### config.mk
export PLATFORM = sky130hd
export DESIGN_NAME = pfcr_regs
export DESIGN_NICKNAME = d
export VERILOG_FILES = /design/src/core/pfcr_pkg.sv /design/src/core/pfcr_regs.sv
export SDC_FILE = /design/constraint.sdc
export NUM_CORES = 1
export LEC_CHECK = 0
export BUFFER_PORTS_ARGS = -buffer_cell sky130_fd_sc_hd__buf_2
export CAP_MARGIN = 30
export CORE_MARGIN = 2
export CORE_UTILIZATION = 40
export CTS_CLUSTER_DIAMETER = 50
export CTS_CLUSTER_SIZE = 30
export DETAILED_ROUTE_END_ITERATION = 6
export PLACE_DENSITY = 0.62
export REMOVE_ABC_BUFFERS = 1
export SLEW_MARGIN = 10
export SYNTH_ARGS = -nofsm -noshare
export SYNTH_HDL_FRONTEND = slang
export SYNTH_SLANG_ARGS = --single-unit
export TNS_END_PERCENT = 1
### constraint.sdc
create_clock -name clk_i -period 3.1 [get_ports clk_i]
set_input_delay 0.62 -clock clk_i [delete_from_list [all_inputs] [get_ports clk_i]]
set_output_delay 0.62 -clock clk_i [all_outputs]
set_load 0.05 [all_outputs]
### src/core/pfcr_pkg.sv
// Package for the power-manager function control register bank.
// Assumes an 8-bit index register port on the system clock.
package pfcr_pkg;

  // ----------------------------------------------------------------
  // Register indexes
  // ----------------------------------------------------------------
  localparam logic [7:0] IDX_CLK_ACT = 8'hAD;
  localparam logic [7:0] IDX_TMR_DOZE = 8'hAF;
  localparam logic [7:0] IDX_PORT_EN = 8'hB0;
  localparam logic [7:0] RESET_VAL = 8'h00;

  // ----------------------------------------------------------------
  // Field positions
  // ----------------------------------------------------------------
  localparam int B_TIMER0_SMI = 6;
  localparam int B_PWR_ACT = 4;
  localparam int B_KBD_EMU = 3;
  localparam int B_FAST_STOP = 2;
  localparam int B_SLOW_HI = 1;
  localparam int B_SLOW_LO = 0;
  localparam int B_SLOW_DOZE_UNIT = 7;
  localparam int B_FAST_SLOW_UNIT = 6;
  localparam int B_BATT_SLOW = 5;
  localparam int B_DOZE_EXTEND = 0;
  localparam int B_XTAL_SRC = 6;
  localparam int B_SMI_POL = 5;
  localparam int B_SMI_EN = 4;
  localparam int B_DMA_STOP = 3;
  localparam int B_EPP = 2;
  localparam int B_BUF_CFG = 1;
  localparam int B_BIDIR = 0;
  localparam logic [7:0] PORT_EN_READ_MASK = 8'hBF;

  // ----------------------------------------------------------------
  // Timing
  // ----------------------------------------------------------------
  localparam int DOZE_EXTEND_REFRESH = 64;

  typedef enum logic [1:0] {
    PFCR_FAST = 2'h0,
    PFCR_SLOW = 2'h1,
    PFCR_DOZE = 2'h3,
    PFCR_DEEP = 2'h2
  } pfcr_mode_t;

  typedef enum logic [1:0] {
    PFCR_PORT_OUT_NOBUF = 2'h0,
    PFCR_PORT_OUT_BUF = 2'h1,
    PFCR_PORT_BIDIR = 2'h3,
    PFCR_PORT_EPP = 2'h2
  } pfcr_port_mode_t;

  typedef struct packed {
    logic [7:0] addr;
    logic [7:0] wdata;
    logic wr;
    logic rd;
  } pfcr_bus_t;

endpackage

### src/core/pfcr_regs.sv
// Power-manager function control register bank and its control decodes.
// Assumes pins already reach clk_i's domain only through the synchronisers here.
//
// Notes on behaviour
// - Slow field picks 9.216 to 1.152 MHz
// - Slow field only acts in slow mode
// - Timer 0 expiry raises SMI when set and the PIC enables IRQ0
// - Power-present input counts as activity
// - Mask bit 6 dead when enable zero
// - Keyboard emulation floats pins, internal decode
// - Fast PLL stops in slow or doze
// - Slow-to-doze unit quarter or sixteenth
// - Fast-to-slow unit sixteenth or 1/512
// - Battery low slows fast mode clock
// - Doze extends 64 refreshes after IRQ0
// - Crystal pin source select, write only
// - External SMI polarity select
// - External SMI accepted only when enabled
// - DMA clock runs only during access
// - No buffer enable when config zero
// - Bidir bit controls latch output enable
// - Three bits select port mode, invalids flagged
// - EPP bit enables enhanced port
// - All bits reset to zero
`timescale 1ns/1ps
module pfcr_regs #(
  parameter int REFRESH_CNT = pfcr_pkg::DOZE_EXTEND_REFRESH
) (
  input wire logic clk_i,
  input wire logic resetn_i,
  input wire pfcr_pkg::pfcr_bus_t bus_i,
  output logic [7:0] rdata_o,
  input wire pfcr_pkg::pfcr_mode_t mode_i,
  input wire logic timer0_expire_i,
  input wire logic irq0_pic_enable_i,
  input wire logic external_power_present_i,
  input wire logic battery_low_first_input_i,
  input wire logic activity_mask_bit6_i,
  input wire logic refresh_tick_i,
  input wire logic mmsb_extend_enable_i,
  input wire logic ext_sysmgmt_irq_i,
  input wire logic serial_baud_clock_i,
  input wire logic xtal_use_i,
  input wire logic dma_active_i,
  input wire logic port_access_i,
  input wire logic port_ctrl_bit5_i,
  input wire logic kbd_internal_irq_i,
  input wire logic kbd_pin_irq_i,
  output logic [1:0] cpu_clock_sel_o,
  output logic cpu_slow_force_o,
  output logic fast_pll_stop_o,
  output logic sysmgmt_timer_irq_o,
  output logic irq0_o,
  output logic power_activity_o,
  output logic keyboard_ctrl_select_pin_oe_o,
  output logic bus_clock_pin_oe_o,
  output logic port60_internal_o,
  output logic irq1_o,
  output logic slow_to_doze_quarter_o,
  output logic fast_to_slow_sixteenth_o,
  output logic doze_cpu_run_o,
  output logic crystal_output_pin_o,
  output logic ext_sysmgmt_irq_o,
  output logic dma_clock_run_o,
  output logic system_buffer_output_enable_o,
  output logic port_latch_output_enable_o,
  output pfcr_pkg::pfcr_port_mode_t port_mode_o,
  output logic port_mode_invalid_o
);

  // ----------------------------------------------------------------
  // Registers and bus slave
  // ----------------------------------------------------------------
  logic [7:0] clk_act;
  logic [7:0] tmr_doze;
  logic [7:0] port_en;

  always_ff @(posedge clk_i or negedge resetn_i) begin
    if (!resetn_i) begin
      clk_act <= pfcr_pkg::RESET_VAL;
      tmr_doze <= pfcr_pkg::RESET_VAL;
      port_en <= pfcr_pkg::RESET_VAL;
    end else if (bus_i.wr) begin
      case (bus_i.addr)
        pfcr_pkg::IDX_CLK_ACT: clk_act <= bus_i.wdata;
        pfcr_pkg::IDX_TMR_DOZE: tmr_doze <= bus_i.wdata;
        pfcr_pkg::IDX_PORT_EN: port_en <= bus_i.wdata;
        default: ;
      endcase
    end
  end

  always_ff @(posedge clk_i or negedge resetn_i) begin
    if (!resetn_i) begin
      rdata_o <= 8'h00;
    end else if (bus_i.rd) begin
      case (bus_i.addr)
        pfcr_pkg::IDX_CLK_ACT: rdata_o <= clk_act;
        pfcr_pkg::IDX_TMR_DOZE: rdata_o <= tmr_doze;
        pfcr_pkg::IDX_PORT_EN: rdata_o <= port_en & pfcr_pkg::PORT_EN_READ_MASK;
        default: rdata_o <= 8'h00;
      endcase
    end else begin
      rdata_o <= 8'h00;
    end
  end

  // ----------------------------------------------------------------
  // Pin synchronisers
  // ----------------------------------------------------------------
  // Only off-chip pins pass here; internal timer/refresh inputs are same-clock.
  localparam int NSYNC = 4;
  logic [NSYNC-1:0] pin_raw;
  logic [NSYNC-1:0] pin_s1;
  logic [NSYNC-1:0] pin_s2;
  assign pin_raw = {external_power_present_i, battery_low_first_input_i,
                    ext_sysmgmt_irq_i, kbd_pin_irq_i};

  genvar gi;
  generate
    for (gi = 0; gi < NSYNC; gi++) begin : g_sync
      always_ff @(posedge clk_i or negedge resetn_i) begin
        if (!resetn_i) begin
          pin_s1[gi] <= 1'b0;
          pin_s2[gi] <= 1'b0;
        end else begin
          pin_s1[gi] <= pin_raw[gi];
          pin_s2[gi] <= pin_s1[gi];
        end
      end
    end
  endgenerate

  logic pwr_present;
  logic batt_low_n;
  logic smi_pin;
  logic kbd_pin;
  assign pwr_present = pin_s2[3];
  assign batt_low_n = pin_s2[2];
  assign smi_pin = pin_s2[1];
  assign kbd_pin = pin_s2[0];

  // ----------------------------------------------------------------
  // Clock and power-manager controls
  // ----------------------------------------------------------------
  // Slow-field value latched on slow-mode entry so mid-mode writes wait.
  logic [1:0] slow_sel_live;
  pfcr_pkg::pfcr_mode_t mode_q;
  always_ff @(posedge clk_i or negedge resetn_i) begin
    if (!resetn_i) begin
      mode_q <= pfcr_pkg::PFCR_FAST;
      slow_sel_live <= 2'h0;
    end else begin
      mode_q <= mode_i;
      if (mode_i == pfcr_pkg::PFCR_SLOW && mode_q != pfcr_pkg::PFCR_SLOW) begin
        slow_sel_live <= {clk_act[pfcr_pkg::B_SLOW_HI], clk_act[pfcr_pkg::B_SLOW_LO]};
      end
    end
  end

  always_ff @(posedge clk_i or negedge resetn_i) begin
    if (!resetn_i) begin
      cpu_clock_sel_o <= 2'h0;
      cpu_slow_force_o <= 1'b0;
      fast_pll_stop_o <= 1'b0;
    end else begin
      // 0..3 = 9.216, 4.608, 2.304, 1.152 MHz; core runs at half
      if (mode_i == pfcr_pkg::PFCR_SLOW && mode_q != pfcr_pkg::PFCR_SLOW) begin
        // Entry cycle takes the field directly, so no stale select leaks out
        cpu_clock_sel_o <= {clk_act[pfcr_pkg::B_SLOW_HI], clk_act[pfcr_pkg::B_SLOW_LO]};
      end else if (mode_i == pfcr_pkg::PFCR_SLOW) begin
        cpu_clock_sel_o <= slow_sel_live;
      end else begin
        cpu_clock_sel_o <= 2'h0;
      end
      cpu_slow_force_o <= tmr_doze[pfcr_pkg::B_BATT_SLOW] && mode_i == pfcr_pkg::PFCR_FAST
                          && !batt_low_n && !pwr_present;
      if (clk_act[pfcr_pkg::B_FAST_STOP]) begin
        fast_pll_stop_o <= mode_i != pfcr_pkg::PFCR_FAST;
      end else begin
        fast_pll_stop_o <= mode_i == pfcr_pkg::PFCR_DOZE || mode_i == pfcr_pkg::PFCR_DEEP;
      end
    end
  end

  always_ff @(posedge clk_i or negedge resetn_i) begin
    if (!resetn_i) begin
      slow_to_doze_quarter_o <= 1'b0;
      fast_to_slow_sixteenth_o <= 1'b0;
      power_activity_o <= 1'b0;
    end else begin
      slow_to_doze_quarter_o <= tmr_doze[pfcr_pkg::B_SLOW_DOZE_UNIT];
      fast_to_slow_sixteenth_o <= tmr_doze[pfcr_pkg::B_FAST_SLOW_UNIT];
      // Mask bit gated by enable, so it cannot act alone
      power_activity_o <= clk_act[pfcr_pkg::B_PWR_ACT] && activity_mask_bit6_i
                          && pwr_present;
    end
  end

  // ----------------------------------------------------------------
  // Timer 0 redirection and external SMI
  // ----------------------------------------------------------------
  logic smi_active;
  assign smi_active = smi_pin ^ port_en[pfcr_pkg::B_SMI_POL];

  always_ff @(posedge clk_i or negedge resetn_i) begin
    if (!resetn_i) begin
      sysmgmt_timer_irq_o <= 1'b0;
      irq0_o <= 1'b0;
      ext_sysmgmt_irq_o <= 1'b0;
    end else begin
      if (clk_act[pfcr_pkg::B_TIMER0_SMI]) begin
        sysmgmt_timer_irq_o <= timer0_expire_i && irq0_pic_enable_i;
        irq0_o <= 1'b0;
      end else begin
        sysmgmt_timer_irq_o <= 1'b0;
        irq0_o <= timer0_expire_i;
      end
      ext_sysmgmt_irq_o <= port_en[pfcr_pkg::B_SMI_EN] && smi_active;
    end
  end

  // ----------------------------------------------------------------
  // Keyboard emulation
  // ----------------------------------------------------------------
  always_ff @(posedge clk_i or negedge resetn_i) begin
    if (!resetn_i) begin
      keyboard_ctrl_select_pin_oe_o <= 1'b0;
      bus_clock_pin_oe_o <= 1'b0;
      port60_internal_o <= 1'b0;
      irq1_o <= 1'b0;
    end else begin
      // Enables low means driving; high floats the pin as an input
      keyboard_ctrl_select_pin_oe_o <= clk_act[pfcr_pkg::B_KBD_EMU];
      bus_clock_pin_oe_o <= clk_act[pfcr_pkg::B_KBD_EMU];
      port60_internal_o <= clk_act[pfcr_pkg::B_KBD_EMU];
      irq1_o <= clk_act[pfcr_pkg::B_KBD_EMU] ? kbd_internal_irq_i : kbd_pin;
    end
  end

  // ----------------------------------------------------------------
  // Doze run extension after IRQ0
  // ----------------------------------------------------------------
  localparam int CW = $clog2(REFRESH_CNT + 1);
  logic [CW-1:0] ext_cnt;
  always_ff @(posedge clk_i or negedge resetn_i) begin
    if (!resetn_i) begin
      ext_cnt <= '0;
    end else if (mode_i != pfcr_pkg::PFCR_DOZE) begin
      ext_cnt <= '0;
    end else if (timer0_expire_i && tmr_doze[pfcr_pkg::B_DOZE_EXTEND]
                 && mmsb_extend_enable_i) begin
      ext_cnt <= CW'(REFRESH_CNT);
    end else if (refresh_tick_i && ext_cnt != '0) begin
      ext_cnt <= ext_cnt - CW'(1);
    end
  end

  always_ff @(posedge clk_i or negedge resetn_i) begin
    if (!resetn_i) begin
      doze_cpu_run_o <= 1'b0;
    end else begin
      doze_cpu_run_o <= ext_cnt != '0;
    end
  end

  // ----------------------------------------------------------------
  // Crystal pin, DMA clock, parallel port
  // ----------------------------------------------------------------
  logic bidir;
  logic bufcfg;
  logic epp;
  assign bidir = port_en[pfcr_pkg::B_BIDIR];
  assign bufcfg = port_en[pfcr_pkg::B_BUF_CFG];
  assign epp = port_en[pfcr_pkg::B_EPP];

  always_ff @(posedge clk_i or negedge resetn_i) begin
    if (!resetn_i) begin
      crystal_output_pin_o <= 1'b0;
      dma_clock_run_o <= 1'b0;
      system_buffer_output_enable_o <= 1'b0;
      port_latch_output_enable_o <= 1'b0;
    end else begin
      crystal_output_pin_o <= port_en[pfcr_pkg::B_XTAL_SRC] ? serial_baud_clock_i
                                                            : xtal_use_i;
      dma_clock_run_o <= !port_en[pfcr_pkg::B_DMA_STOP] || dma_active_i;
      system_buffer_output_enable_o <= bufcfg && port_access_i;
      // Bidir bit ignored without buffer config: latch keeps driving
      port_latch_output_enable_o <= bufcfg && bidir && port_ctrl_bit5_i;
    end
  end

  always_ff @(posedge clk_i or negedge resetn_i) begin
    if (!resetn_i) begin
      port_mode_o <= pfcr_pkg::PFCR_PORT_OUT_NOBUF;
      port_mode_invalid_o <= 1'b0;
    end else begin
      port_mode_invalid_o <= !bufcfg && (bidir || epp);
      if (bufcfg && epp) begin
        port_mode_o <= pfcr_pkg::PFCR_PORT_EPP;
      end else if (bufcfg && bidir) begin
        port_mode_o <= pfcr_pkg::PFCR_PORT_BIDIR;
      end else if (bufcfg) begin
        port_mode_o <= pfcr_pkg::PFCR_PORT_OUT_BUF;
      end else begin
        port_mode_o <= pfcr_pkg::PFCR_PORT_OUT_NOBUF;
      end
    end
  end

endmodule

==> results of run 1 <==
==> placed cells by master, fill, tap and decap left out, drive strengths merged, types with 2 or more instances in the layout <==
cell type and instances:
nand4b 3, nand2 5, nand2b 5, and2 2, ha 2, xor2 2
o21ai 5, mux2i 8, nor3 3, a21oi 10, buf 67, mux2 28
nand3 2, nand4 2, or3 2, dfrtp 71, or4 4, and3 3
inv 3, nor2 23, clkbuf 13, nor2b 5
==> metrics by stage <==
stage,worst slack (ps),cell area [um^2]
after floorplan,1220,2700
after global placement,838,3150
after detailed placement,795,3150
after CTS,1160,3370
after global routing,1050,3370
final,1160,3370
==> worst register-to-register path, stage by stage, from the launching register on <==
cell	delay [ps]
dfrtp_1	410
or4_4	580
or4_1	480
a31oi_1	170
==> sequential cells by signal (all words and copies together), names as in the netlist, 2 cells and up <==
register,cells
clk_act,8
cpu_clock_sel_o,2
ext_cnt,7
mode_q,2
pin_s1,4
port_en,8
port_mode_o,2
rdata_o,8
slow_sel_live,2
tmr_doze,8
==> report_power, final <==
group	leakage [uW]	internal [uW]	total (uW)	switching, uW
Sequential	0.000948	970	993	23.2
Clock	0.000108	455	776	321
Combinational	0.000683	87.4	234	146
Total	0.00174	1510	2000	490
==> synth_stat cells, types with 2 or more instances <==
| master | instances |
|---|---|
| a21oi_1 | 10 |
| and2_1 | 2 |
| and3_1 | 3 |
| buf_4 | 2 |
| dfrtp_1 | 71 |
| ha_1 | 2 |
| inv_1 | 3 |
| mux2_2 | 28 |
| mux2i_1 | 8 |
| nand2_1 | 5 |
| nand2b_1 | 5 |
| nand3_1 | 2 |
| nand4_1 | 2 |
| nand4b_1 | 2 |
| nor2_1 | 23 |
| nor2b_1 | 5 |
| o21ai_0 | 5 |
| or4_1 | 3 |
| xor2_1 | 2 |
==> area by class of cell <==
| class | instances | area (um^2) |
|---|---|---|
| Timing Repair Buffer | 67 | 350 |
| Clock inverter | 2 | 37.5 |
| Fill cell | 603 | 3320 |
| Tap cell | 80 | 100 |
| Multi-Input combinational cell | 122 | 911 |
| Sequential cell | 71 | 1780 |
| Inverter | 3 | 11.3 |
| Clock buffer | 13 | 179 |
==> worst paths after layout <==
path / from / endpoint / slack (ps)
worst min-delay path: pin_s1[1] / smi_pin / 350
worst min register to register: pin_s1[1] / smi_pin / 350
worst max register to register: ext_cnt[4] / ext_cnt[6] / 1400
worst max-delay path: bus_i[14] / clk_act[1] / 1160
min in group asynchronous: resetn_i / slow_to_doze_quarter_o / 370
max in group asynchronous: resetn_i / cpu_clock_sel_o[0] / 2090
==> cells by family after synthesis <==
family	synth area share
DFF	0.653
buffers and inverters	0.0115
AOI/OAI and AO/OA	0.0391
adders and majority gates	0.00920
and+or+nand+nor	0.132
xor gates and xnor gates	0.00967
muxes	0.145
==> metal layers <==
metal  GRT usage  vias to the layer above  part of all wire
li1            -                      843                 -
met1       0.207                      866              0.47
met2       0.231                       46              0.46
met3      0.0476                        6             0.057
met4      0.0597                        0             0.012
met5           0                        -                 0
==> flow_metrics.tcl, run 1 <==
set metrics [dict create \
    antenna_found_initial 0 \
    wl_um 5040 \
    drt-vias-per-instance 4.92 \
    avgSynthCellArea_um2 13.7 \
    synth_top_cell_area_share 0.653 \
    yosysSeqAreaShare 0.653 \
    clock_skew_ps 6.36 \
    synthTopCellsByArea "dfrtp_1 (65%), mux2_2 (12%), nor2_1 (3.2%)" \
    synth_flop_cell "dfrtp_1" \
    p_leak_uw 0.00174 \
    drive_gt1_frac 0.421 \
    max_freq_ghz 0.515 \
    period_share 0.626 \
    cts_tree "done" \
    dr.pass1.iters 4 \
    clk_path_buf_depth 2 \
    stdcell_count 358 \
    place_congestion 0.790 \
    h-tree-depth 3 \
    syn_inst 199 \
    overflow 0 \
    hold_path_class "flop to flop" \
    hold_path_depth 0 \
    post_drt_wl_per_cell_um 14.1 \
    cp_max_fo 10 \
    detailed_place_hpwl_um 3560 \
    hold_buffers 0 \
    finalHoldWorstSlack_ps 351 \
    crit_buf_inv 1 \
    dp_cells 343 \
    synth_seq_cells 71 \
    cts_made_buffers 9 \
    ir_drop_mv 0.291 \
    core-area_um2 6680 \
    grt_pass1_vias 1814 \
    r2r.worst_path.cells 3 \
    die_h_um 86.4 \
    insertion_delay_ps 330 \
    grt_max_degree 38 \
    p_per_area_nw_per_um2 595 \
    ant_nets 0 \
    num_vias 1761 \
    finalPower_uw 2000 \
    cp_num_cells 4 \
    critPathMaxStageDelay_ps 670 \
    die_area_um2 7470 \
    yosysTopAreaCell "dfrtp_1" \
    finalSetupViolCount 0 \
    rows 30 \
    synth_edf_count 0 \
    hold_viol 0 \
    drv_slew 0 \
    worstMarginPinSlew_ps 777 \
    root_buffer "clkbuf_8" \
    final_nets 313 \
    antenna_cells 0 \
    crit_arrival_ps 2160 \
    start_kind "input pin" \
    grt_pass1_wl_um 8670 \
    clkSinkCount 71 \
    criticalPathCategory "input pin to flop" \
    syn_to_final_growth_pct 23.8 \
    io_buffer_count 66 \
    cp.required_ps 3320 \
    cp_slowest_cell "nor3_2" \
    cts.clk_slew.worst_paths_ps 70 \
    ys_async_sr_fraction 1.00 \
    fin_setup_tns_ps 0 \
    drt_iter0_drc 65 \
    cts_resized 0 \
    endpoint_kind "flop" \
    maxCapViolCount 0 \
    pin_count 67 \
    status "finished, final reports clean" \
    dieWidth_um 86.4 \
    ys.warnings.count 0 \
    drc 0 \
    path_cells "buf_2 -> nand4b_2 -> nor3_2 -> mux2_2" \
    crit_family "simple AND/OR/NAND/NOR gates" \
    synth_cell_types 35 \
    synth_area_um2 2720 \
    slew_headroom 0.482 \
    start_util 0.407 \
    post-cts-setup-buffers 0 \
    fin_util 0.504 \
    grt_usage 0.153 \
    min_period_ps 1940 \
    rsz0062_at_grt "false" \
]
Power figures use the tool's default switching activity.
==> inputs of run 2 (changes only) <==
- PLACE_DENSITY: 0.62 -> 0.64
- clock period: 3.1 -> 1.75 ns (I/O delays scaled with it)
==> run 2 against run 1 <==
  * Core utilization increased by 2.5 points
  * Design area increased by 4.9%
  * Combinational power increased by 91%
  * Routed wire length increased by 6.0%
  * First-iteration DRC count increased by 4.6%
  * Die area unchanged
  * Worst hold slack got worse by 240 ps
  * Flip-flop and latch count unchanged
  * Clock-buffer cell count decreased by 3
  * Non-clock buffer count increased by 15
  * Sequential power increased by 77%
==> flow_metrics.tcl, run 2 (synthesis results as in run 1) <==
set metrics [dict create \
    post-cts-setup-buffers 0 \
    met2_usage 0.237 \
    io_buffer_count 66 \
    post_drt_wl_per_cell_um 14.3 \
    status "finished, final reports clean" \
    stdcell_count 374 \
    final_common_cell "dfrtp_1" \
    p_per_area_nw_per_um2 1070 \
    wl_um 5340 \
    dr.pass1.iters 4 \
    whs_endpoint "pin_s1[1]" \
    r2r.worst_path.cells 3 \
    clkSinkCount 71 \
    crit_arrival_ps 1940 \
    core-area_um2 6680 \
    grt-busiest-layer "met2" \
    cts.clk_slew.worst_paths_ps 80 \
    min_period_ps 1680 \
    slew_headroom 0.666 \
    hold_viol 0 \
    finalPower_uw 3780 \
    use_met1 0.206 \
    pin_count 67 \
    final_cell_mix "dfrtp_1 (71), buf_2 (66), mux2_2 (28), nor2_1 (23), buf_4 (13)" \
    start_kind "flop" \
    worstHoldStart "ext_sysmgmt_irq_i" \
    period_share 0.961 \
    use_met3 0.0419 \
    grt_pass1_vias 1802 \
    drt_iter0_drc 68 \
    max_freq_ghz 0.595 \
    endpoint_kind "flop" \
    insertion_delay_ps 340 \
    finalSetupViolCount 0 \
    place_ws_ps 36.1 \
    drt-vias-per-instance 4.87 \
    overflow 0 \
    hold_path_depth 1 \
    ant_nets 0 \
    h-tree-depth 3 \
    worst-r2r-setup-slack_ps 70 \
    start_util 0.407 \
    worstMarginPinSlew_ps 501 \
    ir_drop_mv 0.500 \
    timing.final.ws_setup_ps 69.0 \
    grt_usage 0.156 \
    dieWidth_um 86.4 \
    drc 0 \
    criticalPathCategory "flop to flop" \
    detailed_place_hpwl_um 3920 \
    num_vias 1821 \
    grt_max_degree 30 \
    fin_setup_tns_ps 0 \
    syn_to_final_growth_pct 29.9 \
    drv_slew 0 \
    grt_pass1_wl_um 8810 \
    maxCapViolCount 0 \
    root_buffer "clkbuf_8" \
    place_congestion 0.795 \
    die_area_um2 7470 \
    cts_tree "done" \
    hold_path_class "input pin to flop" \
    p_leak_uw 0.00183 \
    reg2reg_to "ext_cnt[6]" \
    cp_max_fo 6 \
    r2r_start "ext_cnt[2]" \
    rsz0062_at_grt "false" \
    finalHoldWorstSlack_ps 110 \
    clk_path_buf_depth 2 \
    clock_skew_ps 6.18 \
    antenna_cells 0 \
    dp_cells 357 \
    die_h_um 86.4 \
    drive_gt1_frac 0.456 \
    cp.required_ps 2010 \
    final_nets 328 \
    cts_made_buffers 9 \
    rows 30 \
    antenna_found_initial 0 \
]
-- run 2: cell count changes in the layout (fill, tap and decap cells not counted), sizes merged --
cell	delta
buf	+14
clkbuf	-3
bufinv	+2
clkinv	+2
dlygate4sd3	+1
-- run 2: worst max-delay path, cell delays in order (launching register included) --
cell and delay (ps):
dfrtp_1 380, or4_4 580, or4_1 480, a31oi_1 160
-- run 2: through the flow --
| step | cell area, um^2 | util |
|---|---|---|
| 2_1_floorplan | 2700 | - |
| 3_3_place_gp | 3270 | 0.489 |
| 3_5_place_dp | 3270 | 0.489 |
| 4_1_cts | 3520 | 0.527 |
| 5_1_grt | 3530 | 0.529 |
| 6_report | 3530 | 0.529 |
-- run 2: report_power, final --
group | leakage [uW] | internal [uW] | switching [uW] | total [uW]
Clock | 0.000122 | 980 | 599 | 1580
Combinational | 0.000762 | 174 | 274 | 448
Sequential | 0.000948 | 1720 | 37.8 | 1760
-- run 2: repair_timing --
action                     4_1_cts  5_1_grt
setup endpoints to repair        0        4
hold buffers                     1        0
gates resized for setup          0        2
hold endpoints to repair        18        0
-- run 2: worst max path at each step --
stage | startpoint | end | slack [ps] | cells past startpoint
floorplan | ext_cnt[4] | ext_cnt[6] | 120 | 3
global placement | bus_i[10] | port_en[6] | 50 | 5
detailed placement | bus_i[10] | port_en[6] | 40 | 5
CTS | ext_cnt[4] | ext_cnt[3] | 30 | 4
global route | ext_cnt[2] | ext_cnt[6] | 20 | 3
finish | ext_cnt[2] | ext_cnt[6] | 70 | 3
-- run 2: metal layers --
layer  part of all wire  vias up  wire length [um]
li1                   -      876                 -
met1               0.46      879              2480
met2               0.47       53              2490
met3              0.052       13               275
met4              0.019        0               100
met5                  0        -                 0
-- run 2: final cells by class --
cell class | count | area [um^2]
clock buffer | 10 | 138
clock inverter | 6 | 108
fill | 613 | 3150
inverter | 3 | 11.3
multi-input combinational | 122 | 921
sequential | 71 | 1780
tap | 80 | 100
timing repair buffer | 82 | 478
